`config.mk`:
```
export PLATFORM = sky130hd
export DESIGN_NAME = core_status_and_power_mode
export DESIGN_NICKNAME = d
export VERILOG_FILES = /design/src/rtl/core_status_pkg.sv /design/src/rtl/core_status_and_power_mode.sv
export VERILOG_INCLUDE_DIRS = /design/src /design/src/rtl
export SDC_FILE = /design/constraint.sdc
export NUM_CORES = 1
export LEC_CHECK = 0
export ABC_AREA = 0
export BUFFER_PORTS_ARGS = -buffer_cell sky130_fd_sc_hd__clkbuf_2
export CAP_MARGIN = 20
export CORE_MARGIN = 5
export CORE_UTILIZATION = 45
export DETAILED_ROUTE_END_ITERATION = 8
export HOLD_SLACK_MARGIN = 0.05
export SETUP_SLACK_MARGIN = 0.1
export SYNTH_ARGS = -nofsm -noshare
export SYNTH_HDL_FRONTEND = slang
export SYNTH_SLANG_ARGS = --single-unit
```
`constraint.sdc`:
```
create_clock -name clk_sys -period 5.4 [get_ports clk_sys]
set_input_delay 0.54 -clock clk_sys [delete_from_list [all_inputs] [get_ports clk_sys]]
set_output_delay 0.54 -clock clk_sys [all_outputs]
set_load 0.01 [all_outputs]
```
`src/rtl/core_status_defines.svh`:
```
`ifndef CORE_STATUS_DEFINES_SVH
`define CORE_STATUS_DEFINES_SVH

// ==========================================
// Register offsets, word indices on the bus (address bits 9..2)
`define OFS_POINTER_LOW 8'h82
`define OFS_POINTER_HIGH 8'h83
`define OFS_POWER_CONTROL 8'h87
`define OFS_PROGRAM_STATUS 8'hD0
`define OFS_MAIN_OPERAND 8'hE0
`define OFS_MULTIPLY_AUX 8'hF0
`define OFS_CORE_OP 8'hF8
`define OFS_BIT_ACCESS 8'hF9
`define OFS_CORE_STATE 8'hFA
`define OFS_MEM_WINDOW 8'h00

// ==========================================
// Bit window
`define BIT_BYTE_BASE 8'h20
`define BIT_BYTE_LAST 8'h2F
`define BIT_ADDR_MAX 7'h7F

// ==========================================
// Field positions
`define STAT_CARRY 7
`define STAT_HALF 6
`define STAT_USER0 5
`define STAT_BANK_HI 4
`define STAT_BANK_LO 3
`define STAT_WRAP 2
`define STAT_USER1 1
`define STAT_PARITY 0
`define PWR_BAUD 7
`define PWR_STOP 1
`define PWR_IDLE 0
`define PWR_SOFT_MASK 8'h7C

// ==========================================
// Reset values
`define RST_POWER_CONTROL 8'h00
`define RST_PROGRAM_STATUS 8'h00
`define RST_PC 16'h0000

// ==========================================
// Timing
`define CLK_NS 4
`define LOST_CLOCK_US 100
`define LOST_CLOCK_CYCLES ((`LOST_CLOCK_US * 1000) / `CLK_NS)
`define RESET_SEQ_CYCLES 12

`endif

```
`src/rtl/core_status_pkg.sv`:
```
package core_status_pkg;
	typedef enum logic [2:0] {
		OP_NONE,
		OP_ADD,
		OP_ADDC,
		OP_SUBB,
		OP_MUL,
		OP_DIV,
		OP_OTHER_ARITH
	} arith_op_type;

	typedef enum {
		ST_RESET_SEQ,
		ST_RUN,
		ST_IDLE,
		ST_STOP
	} power_state_type;
endpackage

```
`src/rtl/core_status_and_power_mode.sv`:
```
// Functional notes
// - Bytes 0x20..0x2F also reachable as 128 bits, addresses 0x00-0x7F.
// - Bit N maps to byte 0x20 + N/8, position N mod 8.
// - Bit or byte access chosen only by instruction operand type; byte writes to 0x20..0x2F ignored while 0xF9 bit 7 set.
// - Data pointer high byte at 0x83, low byte at 0x82.
// - Carry set on add carry or subtract borrow; else cleared.
// - Half carry set on nibble carry or borrow; else cleared.
// - Five soft flags in power bits 6..2, stored only.
// - Status bits 4..3 select one of four eight-byte register banks.
// - Wrap flag set on signed overflow, product above 255, divide by zero.
// - Wrap flag cleared by add, addc, subb, mul, div otherwise.
// - Status bit 0 is read-only odd parity of main operand.
// - Stop mode left only by reset.
// - After any reset, reset sequence then fetch from 0x0000.
// - Enabled lost clock detector resets out of stop after 100 us.
// - Power bit 7 doubles the serial baud rate.
// - Writing 1 to power bit 1 enters stop, oscillator off; the code enters stop only from run, not from idle or the reset sequence.
// - Stop request bit always reads 0.
//
// Added by the designer: the Wishbone register port.
`timescale 1ns/1ps
`include "core_status_defines.svh"

module core_status_and_power_mode #(
	parameter int LOST_CLOCK_CYCLES = `LOST_CLOCK_CYCLES
) (
	input wire logic clk_sys,
	input wire logic rst,
	input wire logic [31:0] wb_adr_i,
	input wire logic [31:0] wb_dat_i,
	input wire logic [3:0] wb_sel_i,
	input wire logic wb_we_i,
	input wire logic wb_cyc_i,
	input wire logic wb_stb_i,
	input wire logic lost_clock_detector,
	input wire logic osc_alive,
	output logic [31:0] wb_dat_o,
	output logic wb_ack_o,
	output logic core_clk_en,
	output logic periph_clk_en,
	output logic osc_enable,
	output logic baud_doubler,
	output logic [1:0] bank_sel,
	output logic [4:0] bank_base,
	output logic [15:0] fetch_pc,
	output logic fetch_start,
	output logic lost_clock_reset
);

	// ==========================================
	// Functions
	function automatic logic parity8(input logic [7:0] v);
		parity8 = ^v;
	endfunction

	function automatic logic [3:0] bit_byte(input logic [6:0] n);
		bit_byte = n[6:3];
	endfunction

	// ==========================================
	// Storage
	logic [7:0] bit_mem_r [0:15];
	logic [7:0] pointer_low_byte_r, pointer_high_byte_r;
	logic [7:0] main_operand_r, multiply_aux_operand_r;
	logic carry_bit_r, half_carry_r, signed_wrap_flag_r;
	logic user_bit_zero_r, user_bit_one_r, bank_sel_hi_r, bank_sel_lo_r;
	logic baud_doubler_r;
	logic [4:0] spare_soft_flags_r;
	logic [2:0] core_op_r;
	logic [7:0] bit_ctl_r;
	core_status_pkg::power_state_type state_r, state_nxt;
	logic [$clog2(`RESET_SEQ_CYCLES+1)-1:0] seq_cnt_r;
	logic [31:0] lost_cnt_r;
	logic lost_fire_r;
	logic osc_s1_r, osc_s2_r, osc_s3_r;

	// ==========================================
	// Bus decode
	wire [7:0] adr = wb_adr_i[9:2];
	wire req = wb_cyc_i & wb_stb_i & ~wb_ack_o;
	wire wr = req & wb_we_i & wb_sel_i[0];
	wire [7:0] wd = wb_dat_i[7:0];
	wire running = (state_r == core_status_pkg::ST_RUN);
	wire in_window = (adr >= `BIT_BYTE_BASE) && (adr <= `BIT_BYTE_LAST);
	wire [3:0] win_idx = 4'(adr - `BIT_BYTE_BASE);
	wire bit_op = bit_ctl_r[7];
	wire [6:0] bit_addr = bit_ctl_r[6:0];
	// Bit address to byte and position
	wire [3:0] b_byte = bit_byte(bit_addr);
	wire [2:0] b_pos = bit_addr[2:0];
	wire b_val = bit_mem_r[b_byte][b_pos];
	wire wr_bitctl = wr & (adr == `OFS_BIT_ACCESS);
	wire bit_write = wr_bitctl & wd[7] & wb_dat_i[8];
	// Bit write targets the address carried in the same word
	wire [3:0] w_byte = bit_byte(wd[6:0]);
	wire [2:0] w_pos = wd[2:0];

	// ==========================================
	// Arithmetic flag evaluation
	core_status_pkg::arith_op_type op;
	assign op = core_status_pkg::arith_op_type'(wd[2:0]);
	wire do_op = wr & (adr == `OFS_CORE_OP) & running;
	wire cin = (op == core_status_pkg::OP_ADDC) & carry_bit_r;
	wire [8:0] sum = {1'b0, main_operand_r} + {1'b0, multiply_aux_operand_r}
		+ {8'h00, cin};
	wire [4:0] hsum = {1'b0, main_operand_r[3:0]}
		+ {1'b0, multiply_aux_operand_r[3:0]} + {4'h0, cin};
	wire [8:0] dif = {1'b0, main_operand_r} - {1'b0, multiply_aux_operand_r}
		- {8'h00, carry_bit_r};
	wire [4:0] hdif = {1'b0, main_operand_r[3:0]}
		- {1'b0, multiply_aux_operand_r[3:0]} - {4'h0, carry_bit_r};
	wire [15:0] prod = main_operand_r * multiply_aux_operand_r;
	wire is_add = (op == core_status_pkg::OP_ADD) |
		(op == core_status_pkg::OP_ADDC);
	wire is_sub = (op == core_status_pkg::OP_SUBB);
	wire add_ovf = (main_operand_r[7] == multiply_aux_operand_r[7]) &
		(sum[7] != main_operand_r[7]);
	wire sub_ovf = (main_operand_r[7] != multiply_aux_operand_r[7]) &
		(dif[7] != main_operand_r[7]);
	wire wrap_nxt = is_add ? add_ovf : is_sub ? sub_ovf :
		(op == core_status_pkg::OP_MUL) ? (prod > 16'h00FF) :
		(op == core_status_pkg::OP_DIV) ? (multiply_aux_operand_r == 8'h00) :
		1'b0;
	wire wrap_touch = is_add | is_sub | (op == core_status_pkg::OP_MUL) |
		(op == core_status_pkg::OP_DIV);
	wire arith = wrap_touch | (op == core_status_pkg::OP_OTHER_ARITH);
	wire carry_nxt = is_add ? sum[8] : is_sub ? dif[8] : 1'b0;
	wire half_nxt = is_add ? hsum[4] : is_sub ? hdif[4] : 1'b0;

	// ==========================================
	// Register read data
	// Parity of main operand
	wire parity = parity8(main_operand_r);
	wire [7:0] status_rd = {carry_bit_r, half_carry_r, user_bit_zero_r,
		bank_sel_hi_r, bank_sel_lo_r, signed_wrap_flag_r, user_bit_one_r,
		parity};
	// Stop and idle bits read 0
	wire [7:0] power_rd = {baud_doubler_r, spare_soft_flags_r, 2'b00};
	logic [7:0] rd;
	always_comb begin
		case (adr)
			`OFS_POINTER_LOW: rd = pointer_low_byte_r;
			`OFS_POINTER_HIGH: rd = pointer_high_byte_r;
			`OFS_POWER_CONTROL: rd = power_rd;
			`OFS_PROGRAM_STATUS: rd = status_rd;
			`OFS_MAIN_OPERAND: rd = main_operand_r;
			`OFS_MULTIPLY_AUX: rd = multiply_aux_operand_r;
			`OFS_CORE_OP: rd = {5'h00, core_op_r};
			`OFS_BIT_ACCESS: rd = {7'h00, b_val};
			`OFS_CORE_STATE: rd = {6'h00, state_r == core_status_pkg::ST_STOP,
				state_r == core_status_pkg::ST_IDLE};
			default: rd = in_window ? bit_mem_r[win_idx] : 8'h00;
		endcase
	end

	// ==========================================
	// Bus slave
	always_ff @(posedge clk_sys or posedge rst) begin
		if (rst) begin
			wb_ack_o <= 1'b0;
			wb_dat_o <= 32'h00000000;
		end else begin
			wb_ack_o <= req;
			wb_dat_o <= req ? {24'h000000, rd} : 32'h00000000;
		end
	end

	// ==========================================
	// Data registers
	always_ff @(posedge clk_sys or posedge rst) begin
		if (rst) begin
			pointer_low_byte_r <= 8'h00;
			pointer_high_byte_r <= 8'h00;
			main_operand_r <= 8'h00;
			multiply_aux_operand_r <= 8'h00;
			core_op_r <= 3'h0;
			bit_ctl_r <= 8'h00;
		end else if (wr) begin
			if (adr == `OFS_POINTER_LOW)
				pointer_low_byte_r <= wd;
			if (adr == `OFS_POINTER_HIGH)
				pointer_high_byte_r <= wd;
			if (adr == `OFS_MAIN_OPERAND)
				main_operand_r <= wd;
			if (adr == `OFS_MULTIPLY_AUX)
				multiply_aux_operand_r <= wd;
			if (adr == `OFS_CORE_OP)
				core_op_r <= wd[2:0];
			if (wr_bitctl)
				bit_ctl_r <= wd;
		end
	end

	// ==========================================
	// Bit addressable memory
	always_ff @(posedge clk_sys) begin
		if (wr & in_window & ~bit_op)
			bit_mem_r[win_idx] <= wd;
		else if (bit_write)
			bit_mem_r[w_byte][w_pos] <= wb_dat_i[9];
	end

	// ==========================================
	// Status flags
	always_ff @(posedge clk_sys or posedge rst) begin
		if (rst) begin
			{carry_bit_r, half_carry_r, user_bit_zero_r, bank_sel_hi_r,
				bank_sel_lo_r, signed_wrap_flag_r, user_bit_one_r} <= 7'h00;
		end else if (do_op & arith) begin
			carry_bit_r <= carry_nxt;
			half_carry_r <= half_nxt;
			// Wrap flag updated by its instructions
			if (wrap_touch)
				signed_wrap_flag_r <= wrap_nxt;
		end else if (wr & (adr == `OFS_PROGRAM_STATUS)) begin
			{carry_bit_r, half_carry_r, user_bit_zero_r, bank_sel_hi_r,
				bank_sel_lo_r, signed_wrap_flag_r, user_bit_one_r} <= wd[7:1];
		end
	end

	// ==========================================
	// Power control
	always_ff @(posedge clk_sys or posedge rst) begin
		if (rst) begin
			baud_doubler_r <= 1'b0;
			spare_soft_flags_r <= 5'h00;
		end else if (wr & (adr == `OFS_POWER_CONTROL)) begin
			baud_doubler_r <= wd[`PWR_BAUD];
			spare_soft_flags_r <= wd[6:2];
		end
	end

	wire pwr_wr = wr & (adr == `OFS_POWER_CONTROL);
	always_comb begin
		state_nxt = state_r;
		case (state_r)
			core_status_pkg::ST_RESET_SEQ:
				if (seq_cnt_r == `RESET_SEQ_CYCLES - 1)
					state_nxt = core_status_pkg::ST_RUN;
			core_status_pkg::ST_RUN: begin
				if (pwr_wr & wd[`PWR_STOP])
					state_nxt = core_status_pkg::ST_STOP;
				else if (pwr_wr & wd[`PWR_IDLE])
					state_nxt = core_status_pkg::ST_IDLE;
			end
			// Idle left by a power control write with bit 0 clear
			core_status_pkg::ST_IDLE:
				if (pwr_wr & ~wd[`PWR_IDLE])
					state_nxt = core_status_pkg::ST_RUN;
			core_status_pkg::ST_STOP: state_nxt = core_status_pkg::ST_STOP;
			default: state_nxt = core_status_pkg::ST_RESET_SEQ;
		endcase
	end

	// Reset sequence then fetch at zero
	always_ff @(posedge clk_sys or posedge rst) begin
		if (rst) begin
			state_r <= core_status_pkg::ST_RESET_SEQ;
			seq_cnt_r <= '0;
		end else if (lost_fire_r) begin
			state_r <= core_status_pkg::ST_RESET_SEQ;
			seq_cnt_r <= '0;
		end else begin
			state_r <= state_nxt;
			if (state_r == core_status_pkg::ST_RESET_SEQ)
				seq_cnt_r <= seq_cnt_r + 1'b1;
		end
	end

	// ==========================================
	// Lost clock detector
	always_ff @(posedge clk_sys or posedge rst) begin
		if (rst) begin
			osc_s1_r <= 1'b0;
			osc_s2_r <= 1'b0;
			osc_s3_r <= 1'b0;
		end else begin
			osc_s1_r <= osc_alive;
			osc_s2_r <= osc_s1_r;
			osc_s3_r <= osc_s2_r;
		end
	end
	wire osc_dead = ~osc_s2_r & ~osc_s3_r;

	always_ff @(posedge clk_sys or posedge rst) begin
		if (rst) begin
			lost_cnt_r <= 32'h00000000;
			lost_fire_r <= 1'b0;
		end else begin
			lost_fire_r <= 1'b0;
			if (!(lost_clock_detector && osc_dead &&
				state_r == core_status_pkg::ST_STOP))
				lost_cnt_r <= 32'h00000000;
			else if (lost_cnt_r >= 32'(LOST_CLOCK_CYCLES - 1)) begin
				lost_cnt_r <= 32'h00000000;
				lost_fire_r <= 1'b1;
			end else
				lost_cnt_r <= lost_cnt_r + 32'h00000001;
		end
	end

	// ==========================================
	// Outputs
	always_ff @(posedge clk_sys or posedge rst) begin
		if (rst) begin
			core_clk_en <= 1'b0;
			periph_clk_en <= 1'b0;
			osc_enable <= 1'b1;
			baud_doubler <= 1'b0;
			bank_sel <= 2'b00;
			bank_base <= 5'h00;
			fetch_pc <= `RST_PC;
			fetch_start <= 1'b0;
			lost_clock_reset <= 1'b0;
		end else begin
			core_clk_en <= (state_nxt == core_status_pkg::ST_RUN);
			periph_clk_en <= (state_nxt != core_status_pkg::ST_STOP);
			osc_enable <= (state_nxt != core_status_pkg::ST_STOP);
			baud_doubler <= baud_doubler_r;
			bank_sel <= {bank_sel_hi_r, bank_sel_lo_r};
			bank_base <= {bank_sel_hi_r, bank_sel_lo_r, 3'b000};
			fetch_pc <= `RST_PC;
			fetch_start <= (state_r == core_status_pkg::ST_RESET_SEQ) &
				(state_nxt == core_status_pkg::ST_RUN) & ~lost_fire_r;
			lost_clock_reset <= lost_fire_r;
		end
	end
endmodule

```
# Word level (Yosys, flattened, before mapping)
# Memories as Yosys holds them, arrays and structs flattened.
# Cells that the tools add are included.
[word_totals]
out_inout_bits = 62
mem_bits_rw = 128
register_bits = 145
mem_count = 1
[memory_table]
columns = ["name", "words", "width", "rd", "rd_clocked_by_memory_dff", "write_ports", "line_no", "text"]
rows = [
  ["bit_mem_r", 16, 8, 2, 0, 1, "core_status_and_power_mode.sv:62", "logic [7:0] bit_mem_r [0:15];"],
]
[op_classes]
bitwise = 35
n_eq_ne = 29
n_reduce_logical = 19
n_addsub = 11
muxes = 42
n_mul = 1
magnitude_cmp = 7
[ops]
columns = ["op", "n"]
rows = [
  ["$mux W32", 7],
  ["$eq A32 B2 Y1 const B", 4],
  ["$pmux W32 S4", 1],
  ["$eq A8 B8 Y1 const B", 9],
  ["$pmux W8 S9", 1],
  ["$eq A32 B3 Y1 const B", 2],
  ["$logic_not A32 Y1", 2],
  ["$mux W8", 5],
  ["$add A32 B1 Y32 const B", 1],
  ["$eq A32 B1 Y1 const B", 1],
  ["$ge A32 B15 Y1 const B", 1],
  ["$ne A32 B3 Y1 const B", 1],
  ["$and A1 B1 Y1", 23],
  ["$mux W1", 23],
  ["$gt A16 B8 Y1 const B", 1],
  ["$mul A8 B8 Y16", 1],
  ["$reduce_and A2 Y1", 8],
  ["$mux W4", 3],
  ["$add A8 B8 Y9", 1],
  ["$add A9 B1 Y9", 1],
  ["$eq A3 B3 Y1 const B", 3],
  ["$sub A8 B8 Y9", 1],
  ["$sub A9 B1 Y9", 1],
  ["$ge A8 B6 Y1 const B", 1],
  ["24 further kinds", 42],
]

# Longest topological paths before layout
[logic_depth]
ltp_word = 12
depth_mapped = 18
ltp_nobuf = 17

# Worst setup path before layout
# No wires, ideal clock.
[synth_path]
path_kind = "flip-flop to flip-flop"
start = "register main_operand_r[0]"
end = "register signed_wrap_flag_r"
t_required_ns = 5.263
path_slack_ns = 0.754
period_less_slack_ns = 4.646
arrival_ns = 4.509
stages_incl_launch_ff = 18
setup_time_ns = 0.137
path_buffers = 1
path_cell_list = "dfrtp_1 -> clkbuf_1 -> nand2_1 -> fa_1 -> fa_1 -> inv_1 -> fa_1 -> inv_1 -> fa_1 -> inv_1 -> ha_1 -> nand3_1 -> o22ai_1 -> o41ai_1 -> o211ai_1 -> xor2_1 -> o311ai_0 -> a31oi_1"
[synth_between]
elab_chain_len = 8
elab_cells_between_ends = 15
[synth_lines]
columns = ["element", "line_no", "text"]
rows = [
  ["from (decl)", "core_status_and_power_mode.sv:64", "logic [7:0] main_operand_r, multiply_aux_operand_r;"],
  ["from (signal assigned)", "core_status_and_power_mode.sv:184", "main_operand_r <= wd;"],
  ["parallel branches: the longest is 5 deep, another holds $mul A8 B8 Y16", "--", ""],
  ["$mux W1 *", "core_status_and_power_mode.sv:120", "wire wrap_nxt = is_add ? add_ovf : is_sub ? sub_ovf :"],
  ["$mux W1 *", "core_status_and_power_mode.sv:213", "if (wrap_touch)"],
  ["$mux W1 *", "core_status_and_power_mode.sv:209", "end else if (do_op & arith) begin"],
  ["to (signal assigned)", "core_status_and_power_mode.sv:214", "signed_wrap_flag_r <= wrap_nxt;"],
  ["to (decl)", "core_status_and_power_mode.sv:65", "logic carry_bit_r, half_carry_r, signed_wrap_flag_r;"],
]
# Every way passes the cells marked *. The select of a mux whose other input is x is not followed.
# A chain may end at the register's enable or synchronous reset.

# Final worst setup path
[layout_path]
start = "register multiply_aux_operand_r[4]"
end = "register signed_wrap_flag_r"
[layout_between]
elab_chain_len = 8
elab_cells_between_ends = 17
[layout_lines]
columns = ["element", "line_no", "text"]
rows = [
  ["from (decl)", "core_status_and_power_mode.sv:64", ""],
  ["from (signal assigned)", "core_status_and_power_mode.sv:186", "multiply_aux_operand_r <= wd;"],
  ["parallel branches: the longest is 5 deep, another holds $mul A8 B8 Y16", "--", ""],
  ["$mux W1 *", "core_status_and_power_mode.sv:120", ""],
  ["$mux W1 *", "core_status_and_power_mode.sv:213", ""],
  ["$mux W1 *", "core_status_and_power_mode.sv:209", ""],
]
# Marked as above.

==> reports/qor.csv <==
stage,metric,value,unit
drt,ant_nets,0,
timing,hold-worst-slack,78.55,ps
clock_network,number_of_post_cts_setup_repair_buffers,0,
timing,timing.max_slew.rel_slack,0.2474,
critical_path,endpoint_kind,register,
critical_path,critPathSlowestCell,dfrtp_1,
floorplan,ioPinCount,137,
final_layout,diodes,0,
timing,finClkSkew,16.08,ps
floorplan,chipWidth,195.2,microns
grt,globalRouteOverflowTotal,0,
critical_path,critical_path_peak_fanout,12,
final_layout,syn2layout_area_growth,10.79,%
hold_path,hold_path.class,in2reg,
floorplan,chipHeight,195.2,microns
drt,drt_wl_total,37.96,mm
critical_path,path_delay_family,adder cells,
drt,drt_iter0_drc,1002,
job,maxCapViolCount,0,
power,ir_drop,0.2584,mV
critical_path,cp_data_arrival_time,5370,ps
clock_network,numClockSinks,273,
placement,buffer_ports.inserted,44,
clock_network,clock_tree.root_cell,clkbuf_16,
logic_synthesis,postSynth.topFlopCell,dfrtp_1,
timing,final_max_slew_viol_count,0,
logic_synthesis,synth_enable_flop_cells,128,
timing,setup_viol,0,
logic_synthesis,synthDominantCellAreaShare,0.2490,
critical_path,crit_required,5820,ps
timing,setup_ws,456.5,ps
power,powerDensity,259.2,nW/um^2
logic_synthesis,netlist_area,15430,sq um
logic_synthesis,ys_async_sr_fraction,0.5311,
logic_synthesis,netlist_top_cells_area,"edfxtp_1 (25%), dfrtp_1 (23%), mux4_2 (11%)",
drt,detail_route.drc_violations,0,
grt,via_count_of_the_first_global_routing_pass,10230,
logic_synthesis,synth_top_cell_by_area,edfxtp_1,
floorplan,fp.coreArea,33700,sq um
grt,groute.usage.overall,0.1970,
logic_synthesis,synth_seq_area_share,0.4842,
critical_path,critPathMaxStageDelay,540,ps
clock_network,clock_insertion_delay_worst_skew,570,ps
logic_synthesis,synth_cell_type_count,77,
power,power_leakage,7.055,nW
placement,pre_cts_slack,462.5,ps
timing,final.period_utilization,0.9155,
floorplan,row_count,67,
timing,finalSetupTns,0,ps
final_layout,layout.filler_cells,3055,
grt,grt_pass1_wl,59.02,mm
logic_synthesis,syn-mean-instance-area,11.85,sq um
critical_path,worst-setup-path-type,reg2reg,
final_layout,multiInputGateArea,7343,sq um
logic_synthesis,post-synth-top-count-cell,nor2_1,
final_layout,finalNetCount,1552,
clock_network,clk_path_buf_depth,3,
clock_network,cts_tree,built,
clock_network,clkTransAtPathRegs,60,ps
placement,hpwl,25.69,mm
timing,unrepaired_setup_endpoints_after_global_routing,no,
critical_path,worst_path_most_repeated_cell,fa_1,
clock_network,cts_repair_resize_count,0,
logic_synthesis,yosysWarnings,0,
final_layout,final_layout_size_suffix_gt1_frac,0.1836,
drt,post_drt_via_cell_ratio,5.588,
critical_path,timing.critical_path.cells,and2_1 -> fa_1 -> fa_1 -> inv_1 -> fa_1 -> fa_1 -> inv_1 -> ha_1 -> a21oi_1 -> o22ai_1 -> o41ai_1 -> buf_4 -> o211ai_1 -> xor2_1 -> o311ai_0 -> buf_4 -> a31oi_1,
timing,max_freq,202.3,MHz
floorplan,initial_core_util,0.4580,
drt,wl_per_cell,20.48,microns
critical_path,worst_setup_path_start_kind,register,
drt,dr.pass1.iters,5,
logic_synthesis,synth.cells.most_frequent,"nor2_1 (202), dfrtp_1 (144), edfxtp_1 (128)",
drt,detailroute.via_count,10350,
logic_synthesis,synth-seq-cells,273,
logic_synthesis,synthCells,1303,
grt,number_of_antenna_violations_at_the_first_check_in_global_routing,0,
clock_network,htree_levels,1,
critical_path,path_buf_inv,4,
timing,worstMarginPinSlew,1127,ps
clock_network,post_cts_hold_buffer_count,0,
placement,place_congestion,0.8487,
final_layout,layout.area.seq,7476,sq um
floorplan,die_area,38100,sq um
power,design_power_total,4.432,mW
timing,final_period_minus_worst_setup_slack,4943,ps
clock_network,cts_buf_count,29,
timing,finalHoldViolCount,0,
run_status,outcome,finished clean,
grt,largest_net_degree_at_the_start_of_global_routing,108,
[area by class of cell]
class	instances	share of cell area
well taps	448	0.03278
inverters	83	0.01851
flip-flops and latches	273	0.4372
multi-input cells	925	0.4294
repair buffers	70	0.02517
clock inverters	17	0.008634
clock buffers	37	0.04829
[registers in the layout, summed over array words and instances, names as in the netlist, 3 cells and up]
name and count:
multiply_aux_operand_r 8, pointer_low_byte_r 8, spare_soft_flags_r 5, wb_dat_o 8, state_r 32, core_op_r 3
main_operand_r 8, lost_cnt_r 32, bit_mem_r 128, seq_cnt_r 4, pointer_high_byte_r 8, bit_ctl_r 8
[stage by stage]
step	area [sq um]	std cells	util
6_report	17100	1853	0.5074
5_1_grt	17100	1853	0.5074
4_1_cts	17070	1851	0.5066
3_5_place_dp	16100	1797	0.4777
3_3_place_gp	16080	1795	0.4773
2_1_floorplan	15770	1392	-
[path summary, 6_finish.rpt]
kind / from / slack (ps) / cells after the start / end
max: multiply_aux_operand_r[4]$_DFFE_PP0P_ / 460 / 17 / signed_wrap_flag_r$_DFFE_PP0P_
max in group asynchronous: rst / 4060 / 3 / bit_ctl_r[3]$_DFFE_PP0P_
max reg2reg: multiply_aux_operand_r[4]$_DFFE_PP0P_ / 460 / 17 / signed_wrap_flag_r$_DFFE_PP0P_
min reg2reg: osc_s1_r$_DFF_PP0_ / 360 / 0 / osc_s2_r$_DFF_PP0_
min: osc_alive / 80 / 1 / osc_s1_r$_DFF_PP0_
min in group asynchronous: rst / 200 / 2 / lost_cnt_r[29]$_DFF_PP0_
[where the power goes]
group / leakage (nW) / internal (mW) / total (mW) / switching, mW
registers: 3.04 / 2.20 / 2.21 / 0.0100
logic: 3.54 / 0.0660 / 0.226 / 0.160
clock network: 0.477 / 1.14 / 1.99 / 0.850
[cell usage in the layout, fill, tap and decap left out, types with 13 or more instances in the layout]
master and n:
nor2_1 202, dfrtp_1 142, and2_1 42, a22oi_1 20, nand3_1 22, a31oi_1 13, fa_1 36, ha_1 59
mux2_2 40, o21ai_0 23, inv_1 78, clkbuf_2 43, a21oi_1 29, mux4_2 72, edfxtp_1 128, clkbuf_16 31
nand2_1 92, xor2_1 16, nor4_1 16, buf_4 26, xnor2_1 13, conb_1 90
[logic make-up (layout without fill, tap and decap cells)]
logic type	Yosys count	after routing	share of synthesized area
AOI/OAI and AO/OA	147	147	0.06931
xor gates and xnor gates	29	29	0.01646
adders and majority gates	95	95	0.09452
buffers and inverters	194	207	0.06169
DFF	273	273	0.4842
muxes	118	118	0.1381
other	1	90	0.0002430
and+or+nand+nor	446	446	0.1355
[layer usage]
metal,share of wire,wire length (microns),track usage,vias to the layer above
li1,-,-,-,4681
met1,0.42,15850,0.2756,5268
met2,0.50,18830,0.3309,340
met3,0.059,2255,0.02464,65
met4,0.027,1027,0.04810,0
met5,0,0,0,-
Power figures use the tool's default switching activity.
